--- src/pkg/sptc_pkg.sv ---
// ****************************************************************
// register map, field positions and encodings
// ****************************************************************
package sptc_pkg;
	// register offsets
	localparam logic [7:0] TXCS_ADDR = 8'h98; // transmit_control_status
	localparam logic [7:0] RXCS_ADDR = 8'h18; // receive_control_status
	localparam logic [7:0] TXDATA_ADDR = 8'h19; // transmit holding data
	localparam logic [7:0] TXSTAT_ADDR = 8'h1A; // transmit buffer status
	localparam logic [7:0] PBDIR_ADDR = 8'h86; // port_b_direction

	// transmit_control_status fields
	localparam int CLK_SRC_BIT = 7;
	localparam int NINE_SEL_BIT = 6;
	localparam int TX_ENABLE_BIT = 5;
	localparam int SYNC_BIT = 4;
	localparam int HIGH_BAUD_BIT = 2;
	localparam int SHIFT_EMPTY_BIT = 1;
	localparam int NINTH_DATA_BIT = 0;
	localparam logic [7:0] TXCS_WMASK = 8'hF5;
	localparam logic [7:0] TXCS_RESET = 8'h00;

	// receive_control_status fields
	localparam int PORT_ENABLE_BIT = 7;
	localparam int SINGLE_RX_BIT = 5;
	localparam int CONT_RX_BIT = 4;
	localparam logic [7:0] RXCS_WMASK = 8'hB0;
	localparam logic [7:0] RXCS_RESET = 8'h00;

	// port_b_direction fields
	localparam int DIR_CK_BIT = 2;
	localparam int DIR_DT_BIT = 1;
	localparam logic [7:0] PBDIR_RESET = 8'hFF;

	// transmit buffer status fields
	localparam int HOLD_EMPTY_BIT = 0;
	localparam int DT_LEVEL_BIT = 1;

	// frame sizes, as last data bit index
	localparam logic [3:0] LAST_BIT_8 = 4'h7;
	localparam logic [3:0] LAST_BIT_9 = 4'h8;

	// shift engine states
	typedef enum logic [3:0] {
		ST_IDLE = 4'b0001,
		ST_START = 4'b0010,
		ST_DATA = 4'b0100,
		ST_STOP = 4'b1000
	} sptc_state_e;
endpackage

--- src/sptc_sync2.sv ---
`timescale 1ns/10ps
// ****************************************************************
// two flip-flop synchroniser for pin levels
// ****************************************************************
module sptc_sync2 #(
	parameter int WIDTH = 2
) (
	// clock and reset
	input wire logic clock,
	input wire logic reset_n,
	// levels
	input wire logic [WIDTH-1:0] asyncIn,
	output logic [WIDTH-1:0] syncOut
);
	logic [WIDTH-1:0] meta_ff;
	logic [WIDTH-1:0] sync_ff;

	// first stage is read by the second stage only
	always_ff @(posedge clock) begin
		if (!reset_n) begin
			meta_ff <= '0;
			sync_ff <= '0;
		end else begin
			meta_ff <= asyncIn;
			sync_ff <= meta_ff;
		end
	end

	assign syncOut = sync_ff;
endmodule

--- src/sptc_tick_gen.sv ---
`timescale 1ns/10ps
// ****************************************************************
// bit rate tick generator with two divisors
// ****************************************************************
module sptc_tick_gen #(
	parameter int DIV_W = 8,
	parameter logic [DIV_W-1:0] LOW_DIV = 8'h40,
	parameter logic [DIV_W-1:0] HIGH_DIV = 8'h10
) (
	// clock and reset
	input wire logic clock,
	input wire logic reset_n,
	// control
	input wire logic run,
	input wire logic selHigh,
	// output pulse
	output logic tick
);
	logic [DIV_W-1:0] count_ff;
	logic [DIV_W-1:0] nxt_count;
	wire logic [DIV_W-1:0] lastCount = (selHigh ? HIGH_DIV : LOW_DIV) - 1'b1;
	wire logic wrap = (count_ff >= lastCount);

	// counter restarts whenever run drops so each frame starts a full period
	assign nxt_count = !run ? '0 : (wrap ? '0 : count_ff + 1'b1);
	assign tick = run && wrap;

	always_ff @(posedge clock) begin
		if (!reset_n) begin
			count_ff <= '0;
		end else begin
			count_ff <= nxt_count;
		end
	end
endmodule

--- src/sptc_transmit_control.sv ---
// Our own choice: the address-and-strobe port.
`timescale 1ns/10ps
module sptc_transmit_control #(
	parameter int DIV_W = 8,
	parameter logic [DIV_W-1:0] LOW_DIV = 8'h40,
	parameter logic [DIV_W-1:0] HIGH_DIV = 8'h10
) (
	// clock and reset
	input wire logic clock,
	input wire logic reset_n,
	// register port
	input wire logic [7:0] regAddr,
	input wire logic [7:0] regWrData,
	input wire logic regWrite,
	input wire logic regRead,
	output logic [7:0] regRdData,
	// transmit_clock_pin
	input wire logic transmitClockPinIn,
	output logic transmitClockPinOut,
	output logic transmitClockPinOutEn_n,
	// receive_data_pin
	input wire logic receiveDataPinIn,
	output logic receiveDataPinOut,
	output logic receiveDataPinOutEn_n
);
	// ****************************************************************
	// helpers
	// ****************************************************************
	function automatic logic hitReg(input logic [7:0] addr, input logic [7:0] target);
		return addr == target;
	endfunction

	function automatic logic [7:0] maskWrite(input logic [7:0] old, input logic [7:0] data,
			input logic [7:0] mask);
		return (old & ~mask) | (data & mask);
	endfunction

	// ****************************************************************
	// state
	// ****************************************************************
	logic [7:0] txCtrl_ff;
	logic [7:0] rxCtrl_ff;
	logic [7:0] portDir_ff;
	logic [7:0] holdData_ff;
	logic holdFull_ff;
	logic [8:0] shift_ff;
	logic [3:0] bitCnt_ff;
	sptc_pkg::sptc_state_e state_ff;
	logic sclk_ff;
	logic extCkPrev_ff;
	logic [7:0] rdData_ff;
	logic ckOut_ff;
	logic ckOutEn_n_ff;
	logic dtOut_ff;
	logic dtOutEn_n_ff;

	logic [7:0] nxt_txCtrl;
	logic [7:0] nxt_rxCtrl;
	logic [7:0] nxt_portDir;
	logic [7:0] nxt_holdData;
	logic nxt_holdFull;
	logic [8:0] nxt_shift;
	logic [3:0] nxt_bitCnt;
	sptc_pkg::sptc_state_e nxt_state;
	logic nxt_sclk;
	logic [7:0] nxt_rdData;

	// ****************************************************************
	// register decode
	// ****************************************************************
	wire logic wrTxCtrl = regWrite && hitReg(regAddr, sptc_pkg::TXCS_ADDR);
	wire logic wrRxCtrl = regWrite && hitReg(regAddr, sptc_pkg::RXCS_ADDR);
	wire logic wrPortDir = regWrite && hitReg(regAddr, sptc_pkg::PBDIR_ADDR);
	wire logic wrHold = regWrite && hitReg(regAddr, sptc_pkg::TXDATA_ADDR);

	// control fields
	wire logic clockSource = txCtrl_ff[sptc_pkg::CLK_SRC_BIT];
	wire logic nineBitSel = txCtrl_ff[sptc_pkg::NINE_SEL_BIT];
	wire logic txEnableBit = txCtrl_ff[sptc_pkg::TX_ENABLE_BIT];
	wire logic syncMode = txCtrl_ff[sptc_pkg::SYNC_BIT];
	wire logic highBaud = txCtrl_ff[sptc_pkg::HIGH_BAUD_BIT];
	wire logic ninthBit = txCtrl_ff[sptc_pkg::NINTH_DATA_BIT];
	wire logic portEnable = rxCtrl_ff[sptc_pkg::PORT_ENABLE_BIT];
	wire logic singleRx = rxCtrl_ff[sptc_pkg::SINGLE_RX_BIT];
	wire logic contRx = rxCtrl_ff[sptc_pkg::CONT_RX_BIT];

	// ****************************************************************
	// mode decode
	// ****************************************************************
	// both pins belong to the port only with enable and both direction bits
	wire logic pinsOwned = portEnable && portDir_ff[sptc_pkg::DIR_CK_BIT]
		&& portDir_ff[sptc_pkg::DIR_DT_BIT];
	// half duplex: a receive request in sync mode takes the data line
	wire logic rxOverride = syncMode && (singleRx || contRx);
	wire logic txEnabled = txEnableBit && pinsOwned && !rxOverride;
	// clock select only matters once sync mode is chosen
	wire logic syncMaster = syncMode && clockSource;
	wire logic syncSlave = syncMode && !clockSource;
	wire logic asyncMode = !syncMode;
	wire logic idle = (state_ff == sptc_pkg::ST_IDLE);
	wire logic shiftEmpty = idle;
	wire logic [3:0] lastBit = nineBitSel ? sptc_pkg::LAST_BIT_9 : sptc_pkg::LAST_BIT_8;
	wire logic loadShift = txEnabled && holdFull_ff && idle;

	// ****************************************************************
	// pin sampling and bit timing
	// ****************************************************************
	logic [1:0] pinSync;
	logic tick;

	sptc_sync2 #(
		.WIDTH(2)
	) u_pinSync (
		.clock(clock),
		.reset_n(reset_n),
		.asyncIn({transmitClockPinIn, receiveDataPinIn}),
		.syncOut(pinSync)
	);

	wire logic ckSync = pinSync[1];
	wire logic dtSync = pinSync[0];
	// slave shifts on the falling edge of the external clock
	wire logic extCkFall = extCkPrev_ff && !ckSync;

	// sync master always runs at the fast divisor as half period
	wire logic selHigh = syncMode ? 1'b1 : highBaud;

	sptc_tick_gen #(
		.DIV_W(DIV_W),
		.LOW_DIV(LOW_DIV),
		.HIGH_DIV(HIGH_DIV)
	) u_tickGen (
		.clock(clock),
		.reset_n(reset_n),
		.run(txEnabled && !idle),
		.selHigh(selHigh),
		.tick(tick)
	);

	// one step per bit: async tick, master falling clock, slave external fall
	wire logic step = asyncMode ? tick : (syncMaster ? (tick && sclk_ff) : extCkFall);

	// ****************************************************************
	// register writes
	// ****************************************************************
	// read-only flag and unused bit are outside the write mask
	assign nxt_txCtrl = wrTxCtrl ? maskWrite(txCtrl_ff, regWrData, sptc_pkg::TXCS_WMASK)
		: txCtrl_ff;
	assign nxt_rxCtrl = wrRxCtrl ? maskWrite(rxCtrl_ff, regWrData, sptc_pkg::RXCS_WMASK) : rxCtrl_ff;
	assign nxt_portDir = wrPortDir ? regWrData : portDir_ff;
	assign nxt_holdData = wrHold ? regWrData : holdData_ff;
	// a write in the cycle the holding word moves on keeps the new word
	assign nxt_holdFull = wrHold ? 1'b1 : (loadShift ? 1'b0 : holdFull_ff);

	always_ff @(posedge clock) begin
		if (!reset_n) begin
			txCtrl_ff <= sptc_pkg::TXCS_RESET;
			rxCtrl_ff <= sptc_pkg::RXCS_RESET;
			portDir_ff <= sptc_pkg::PBDIR_RESET;
			holdData_ff <= 8'h00;
			holdFull_ff <= 1'b0;
		end else begin
			txCtrl_ff <= nxt_txCtrl;
			rxCtrl_ff <= nxt_rxCtrl;
			portDir_ff <= nxt_portDir;
			holdData_ff <= nxt_holdData;
			holdFull_ff <= nxt_holdFull;
		end
	end

	// ****************************************************************
	// shift engine
	// ****************************************************************
	// dropping the enable aborts the frame so the shifter reads empty at once
	always_comb begin
		nxt_state = state_ff;
		nxt_shift = shift_ff;
		nxt_bitCnt = bitCnt_ff;
		if (!txEnabled) begin
			nxt_state = sptc_pkg::ST_IDLE;
		end else begin
			case (state_ff)
				sptc_pkg::ST_IDLE: begin
					if (loadShift) begin
						nxt_shift = {ninthBit, holdData_ff};
						nxt_bitCnt = 4'h0;
						nxt_state = asyncMode ? sptc_pkg::ST_START : sptc_pkg::ST_DATA;
					end
				end
				sptc_pkg::ST_START: begin
					if (step) begin
						nxt_state = sptc_pkg::ST_DATA;
					end
				end
				sptc_pkg::ST_DATA: begin
					if (step) begin
						nxt_shift = {1'b0, shift_ff[8:1]};
						nxt_bitCnt = bitCnt_ff + 4'h1;
						if (bitCnt_ff == lastBit) begin
							nxt_state = asyncMode ? sptc_pkg::ST_STOP : sptc_pkg::ST_IDLE;
						end
					end
				end
				sptc_pkg::ST_STOP: begin
					if (step) begin
						nxt_state = sptc_pkg::ST_IDLE;
					end
				end
				default: begin
					nxt_state = sptc_pkg::ST_IDLE;
				end
			endcase
		end
	end

	// master clock idles low and toggles each tick while a frame runs
	assign nxt_sclk = (syncMaster && txEnabled && !idle) ? (tick ? !sclk_ff : sclk_ff) : 1'b0;

	always_ff @(posedge clock) begin
		if (!reset_n) begin
			state_ff <= sptc_pkg::ST_IDLE;
			shift_ff <= 9'h000;
			bitCnt_ff <= 4'h0;
			sclk_ff <= 1'b0;
			extCkPrev_ff <= 1'b0;
		end else begin
			state_ff <= nxt_state;
			shift_ff <= nxt_shift;
			bitCnt_ff <= nxt_bitCnt;
			sclk_ff <= nxt_sclk;
			extCkPrev_ff <= ckSync;
		end
	end

	// ****************************************************************
	// pin drive
	// ****************************************************************
	// async line idles high, start low, stop high; sync line shows bit 0
	wire logic lineVal = (state_ff == sptc_pkg::ST_START) ? 1'b0
		: ((state_ff == sptc_pkg::ST_DATA) ? shift_ff[0] : asyncMode);
	// async: clock pin carries data; master: clock pin carries clock
	wire logic nxt_ckOut = asyncMode ? lineVal : sclk_ff;
	wire logic nxt_ckOutEn_n = !(pinsOwned && !syncSlave);
	// data pin driven only during a sync frame, released for reception
	wire logic nxt_dtOut = syncMode && lineVal;
	wire logic nxt_dtOutEn_n = !(syncMode && txEnabled && !idle);

	always_ff @(posedge clock) begin
		if (!reset_n) begin
			ckOut_ff <= 1'b1;
			ckOutEn_n_ff <= 1'b1;
			dtOut_ff <= 1'b0;
			dtOutEn_n_ff <= 1'b1;
		end else begin
			ckOut_ff <= nxt_ckOut;
			ckOutEn_n_ff <= nxt_ckOutEn_n;
			dtOut_ff <= nxt_dtOut;
			dtOutEn_n_ff <= nxt_dtOutEn_n;
		end
	end

	assign transmitClockPinOut = ckOut_ff;
	assign transmitClockPinOutEn_n = ckOutEn_n_ff;
	assign receiveDataPinOut = dtOut_ff;
	assign receiveDataPinOutEn_n = dtOutEn_n_ff;

	// ****************************************************************
	// read path
	// ****************************************************************
	// unused bit always zero, shift flag is live state
	wire logic [7:0] txCtrlView = {txCtrl_ff[7:4], 1'b0, highBaud, shiftEmpty, ninthBit};
	wire logic [7:0] txStatView = {6'h00, dtSync, !holdFull_ff};
	wire logic [7:0] readMux =
		hitReg(regAddr, sptc_pkg::TXCS_ADDR) ? txCtrlView :
		hitReg(regAddr, sptc_pkg::RXCS_ADDR) ? rxCtrl_ff :
		hitReg(regAddr, sptc_pkg::PBDIR_ADDR) ? portDir_ff :
		hitReg(regAddr, sptc_pkg::TXDATA_ADDR) ? holdData_ff :
		hitReg(regAddr, sptc_pkg::TXSTAT_ADDR) ? txStatView : 8'h00;

	// data stand only in the cycle after the strobe, zero otherwise
	assign nxt_rdData = regRead ? readMux : 8'h00;

	always_ff @(posedge clock) begin
		if (!reset_n) begin
			rdData_ff <= 8'h00;
		end else begin
			rdData_ff <= nxt_rdData;
		end
	end

	assign regRdData = rdData_ff;
endmodule

--- config.mk ---
export PLATFORM = sky130hd
export DESIGN_NAME = sptc_transmit_control
export DESIGN_NICKNAME = d
export VERILOG_FILES = /design/src/pkg/sptc_pkg.sv /design/src/sptc_sync2.sv /design/src/sptc_tick_gen.sv /design/src/sptc_transmit_control.sv
export SDC_FILE = /design/constraint.sdc
export NUM_CORES = 1
export LEC_CHECK = 0
export BUFFER_PORTS_ARGS = -buffer_cell sky130_fd_sc_hd__buf_2
export CAP_MARGIN = 20
export CORE_MARGIN = 8
export CORE_UTILIZATION = 25
export DETAILED_ROUTE_END_ITERATION = 8
export HOLD_SLACK_MARGIN = 0.02
export PLACE_DENSITY = 0.45
export SLEW_MARGIN = 15
export SYNTH_ARGS = -nofsm -noshare
export SYNTH_HDL_FRONTEND = slang
export SYNTH_HIERARCHICAL = 1
export SYNTH_SLANG_ARGS = --single-unit
--- constraint.sdc ---
create_clock -name clock -period 6.1 [get_ports clock]
set_clock_uncertainty 0.05 [all_clocks]
set_input_delay 1.22 -clock clock [delete_from_list [all_inputs] [get_ports clock]]
set_output_delay 1.22 -clock clock [all_outputs]
set_load 0.05 [all_outputs]
==> Flow_metrics.wiki <==
{| class="wikitable"
! Metric !! Value
|-
| Result of the run || finished, final reports clean
|-
| Min Clock Period, post-route || 3130 ps
|-
| Startpoint kind of the worst setup timing path || register
|-
| First-iteration detailed-routing DRC count || 138
|-
| Number of distinct library cells after synthesis || 53
|-
| Count of port buffers added during placement || 33
|-
| DRC violations left || 0
|-
| Antenna violations before repair || 0
|-
| Number of synthesis warnings || 6
|-
| H-tree depth || 3
|-
| Share of the synthesized area in compound gates (AO/OA/AOI/OAI) || 0.160
|-
| Max capacitance violation total || 0
|-
| Total design power || 967 uW
|-
| Combinational family with the most area after synthesis || simple AND/OR/NAND/NOR gates
|-
| Post-DR vias/cell || 4.84
|-
| CTS tree || yes
|-
| Worst reg2reg setup slack || 2970 ps
|-
| Hold bufs inserted after CTS || 0
|-
| Latest clock arrival within the worst-skew pair || 330 ps
|-
| Most frequent standard cell in the layout excluding fill and tap cells || sky130_fd_sc_hd__dfxtp_1
|-
| CTS clk-pin slew, worst paths || 50 ps
|-
| Number of buffers added by the clock tree synthesis step || 9
|-
| Pin count of the biggest net entering global routing || 32
|-
| Worst min-delay path endpoint || u_pinSync/syncOut[1]$_SDFF_PN0_
|-
| Maximum net fanout on the critical path || 15
|-
| Area grow syn2layout || 17.4%
|-
| Hold_ws || 380 ps
|-
| Placed Cells incl. Taps || 504
|-
| Die extent in y || 126 um
|-
| RD Place Congestion || 0.781
|-
| Number of cells on the worst hold path || 1
|-
| CP Capture Type || register
|-
| FF-to-FF Start || txCtrl_ff[4]$_SDFFE_PN0P_
|-
| Pins over their slew limit || 0
|-
| Area of the die || 15,900 um^2
|-
| Netlist area before placement || 3030 um^2
|-
| Cell Count, Final, Fillers Out || 519
|-
| Initial cell density of the core || 0.254
|-
| Crit Reg-Reg Endpoint || state_ff[0]$_SDFFE_PN1P_
|-
| HPWL Detailed || 5410 um
|-
| Global-route congestion overflow total || 0
|-
| All-layer global routing usage || 0.101
|-
| Cells resized by post-CTS repair || 0
|-
| Fraction of the cycle the final worst path needs || 0.513
|-
| LEAKAGE || 0.00137 uW
|-
| Global-route wire length before repair || 12,900 um
|-
| Clk Tree Root Cell || sky130_fd_sc_hd__clkbuf_16
|-
| Remaining number of nets flagged by the antenna check after routing || 0
|-
| Number of top-level design ports || 34
|-
| Aggregate routed wire length || 7670 um
|-
| Type of the tightest min-delay check || register to register
|-
| Number of buffers inserted to repair setup after CTS || 0
|-
| Mux cell area share after synthesis || 0.0562
|-
| Final Hold Fails || 0
|-
| Worst endpoint required time || 6240 ps
|-
| Syn avg cell area || 8.84 um^2
|-
| Worst-case clock buffer depth || 2
|-
| Share of layout cells above drive strength 1 || 0.156
|-
| Routed length per placed instance || 14.8 um
|-
| Width of the die || 126 um
|-
| Worst Max-Slew Pin Slew || 1010 ps
|-
| EDFF count, synth || 0
|-
| Number of standard-cell rows in the floorplan || 40
|-
| Final number of setup-violating endpoints || 0
|-
| Number of sinks driven by the clock tree || 69
|-
| Worst VDD drop || 0.000118 V
|-
| Mapped Nets || 369
|-
| Post-synthesis xor/xnor area fraction || 0.0145
|-
| Total number of vias || 2,514
|-
| Worst min-delay path startpoint || u_pinSync/meta_ff[1]$_SDFF_PN0_
|-
| Top library cells by usage in the layout, fill and taps aside || 69 x sky130_fd_sc_hd__dfxtp_1, 48 x sky130_fd_sc_hd__nor2_1, 46 x sky130_fd_sc_hd__nand2_1, 33 x sky130_fd_sc_hd__buf_2, 22 x sky130_fd_sc_hd__nand3_1
|-
| Register bit total from synthesis || 69
|-
| Synth async-reset ratio || 0
|-
| Max-slew headroom at the worst pin || 0.324
|-
| Via count of the first global-routing pass || 2,578
|-
| Floorplan core area || 11,900 um^2
|-
| Maximum operating frequency || 320 MHz
|-
| Crit Path Class || register to register
|-
| Initial DRT Pass Iterations || 4
|-
| Sequential element share of the synthesized area || 0.456
|-
| Worst-case reg-to-reg path depth || 9
|-
| Fin Setup TNS || 0 ps
|-
| Data arrival time at the worst-slack endpoint || 3270 ps
|-
| Total number of nets in the final design || 394
|-
| Setup repair after global routing missed its margin || false
|-
| Top FF cell, synth || sky130_fd_sc_hd__dfxtp_1
|-
| Number of standard cells after synthesis || 343
|-
| Post-synthesis share of cell area spent on and, or, nand and nor gates || 0.256
|-
| Ant. Diodes || 0
|-
| Adder and majority cell fraction of the synthesized area || 0.0165
|-
| Cell area power density || 272 nW/um^2
|}
==> critical path, cell delays in order, from the launching register on <==
cell	delay, ps
sky130_fd_sc_hd__dfxtp_1	460
sky130_fd_sc_hd__or2_2	380
sky130_fd_sc_hd__ha_1	350
sky130_fd_sc_hd__a2111oi_4	430
sky130_fd_sc_hd__o21ai_1	120
sky130_fd_sc_hd__and2_1	200
sky130_fd_sc_hd__a21oi_1	360
sky130_fd_sc_hd__o21ai_0	290
sky130_fd_sc_hd__o311ai_0	220
sky130_fd_sc_hd__o211ai_1	130
==> per-stage QoR <==
step	utilization	setup slack, ps	cell area (um^2)
final	0.299	2970	3560
after CTS	0.299	2940	3560
after global placement	0.275	2990	3280
after global routing	0.299	2780	3560
after detailed placement	0.275	2960	3280
after floorplan	-	3370	3030
==> synth_stat cells, drive strengths merged (2+ instances only) <==
cell type,number,share of area
dfxtp,69,0.46
nor2,48,0.059
nand2,46,0.057
nand3,22,0.036
mux2i,17,0.056
a21oi,15,0.026
clkbuf,14,0.017
o21ai,13,0.021
a311oi,8,0.023
and2,8,0.017
buf,6,0.018
nand2b,5,0.010
nor2b,5,0.010
a221oi,4,0.012
a22oi,4,0.0099
ha,4,0.017
inv,4,0.0050
or3,4,0.0083
and3,3,0.0062
nor3,3,0.0050
nor4b,3,0.016
xor2,3,0.0087
a21boi,2,0.0050
a22o,2,0.0058
a31oi,2,0.0041
nand3b,2,0.0050
nand4,2,0.0041
nor4bb,2,0.0066
o211ai,2,0.0095
o21a,2,0.0050
or2,2,0.0041
xnor2,2,0.0058
==> layer usage <==
layer / share of wire / up-vias / global-route usage
met4: 0.019 / 0 / 0.0510
li1: - / 1260 / -
met3: 0.039 / 10 / 0.0257
met5: 0 / - / 0
met2: 0.43 / 57 / 0.154
met1: 0.51 / 1187 / 0.131
==> how the worst max path moves through the flow <==
stage / start / endpoint / slack [ps] / depth (start not counted)
after global placement: reset_n / sclk_ff$_SDFFE_PN0P_ / 2990 / 5
final: txCtrl_ff[4]$_SDFFE_PN0P_ / state_ff[0]$_SDFFE_PN1P_ / 2970 / 9
after global routing: txCtrl_ff[4]$_SDFFE_PN0P_ / state_ff[0]$_SDFFE_PN1P_ / 2780 / 9
after floorplan: txCtrl_ff[4]$_SDFFE_PN0P_ / bitCnt_ff[2]$_SDFFE_PN0P_ / 3370 / 11
after detailed placement: txCtrl_ff[4]$_SDFFE_PN0P_ / state_ff[0]$_SDFFE_PN1P_ / 2960 / 9
after CTS: txCtrl_ff[4]$_SDFFE_PN0P_ / state_ff[0]$_SDFFE_PN1P_ / 2940 / 9
==> sequential cells by signal, summed over array words and instances, names as in the netlist, 2 cells and up <==
register,count
shift_ff,9
holdData_ff,8
portDir_ff,8
regRdData,8
u_tickGen/count_ff,8
txCtrl_ff,6
bitCnt_ff,4
state_ff,4
rxCtrl_ff,3
u_pinSync/meta_ff,2
u_pinSync/syncOut,2
==> cell type report <==
class | instances | area [um^2]
Fill cell | 1276 | 8350
Clock buffer | 14 | 274
Sequential cell | 69 | 1380
Clock inverter | 1 | 5.00
Tap cell | 147 | 184
Multi-Input combinational cell | 250 | 1530
Inverter | 4 | 15.0
Timing Repair Buffer | 34 | 173
==> where the power goes <==
part           switching (uW)  internal, uW  total (uW)
clock                     181           306         486
sequential              0.942           453         454
combinational            17.6          9.35        26.9
total                     199           768         967
==> logic make-up after synthesis <==
| family | Yosys count |
|---|---|
| mux | 17 |
| other cells | 1 |
| compound gates | 65 |
| fa+ha+maj | 4 |
| flops | 69 |
| simple gates | 158 |
| buf+inv | 24 |
| xor+xnor | 5 |
Power figures use the tool's default switching activity.
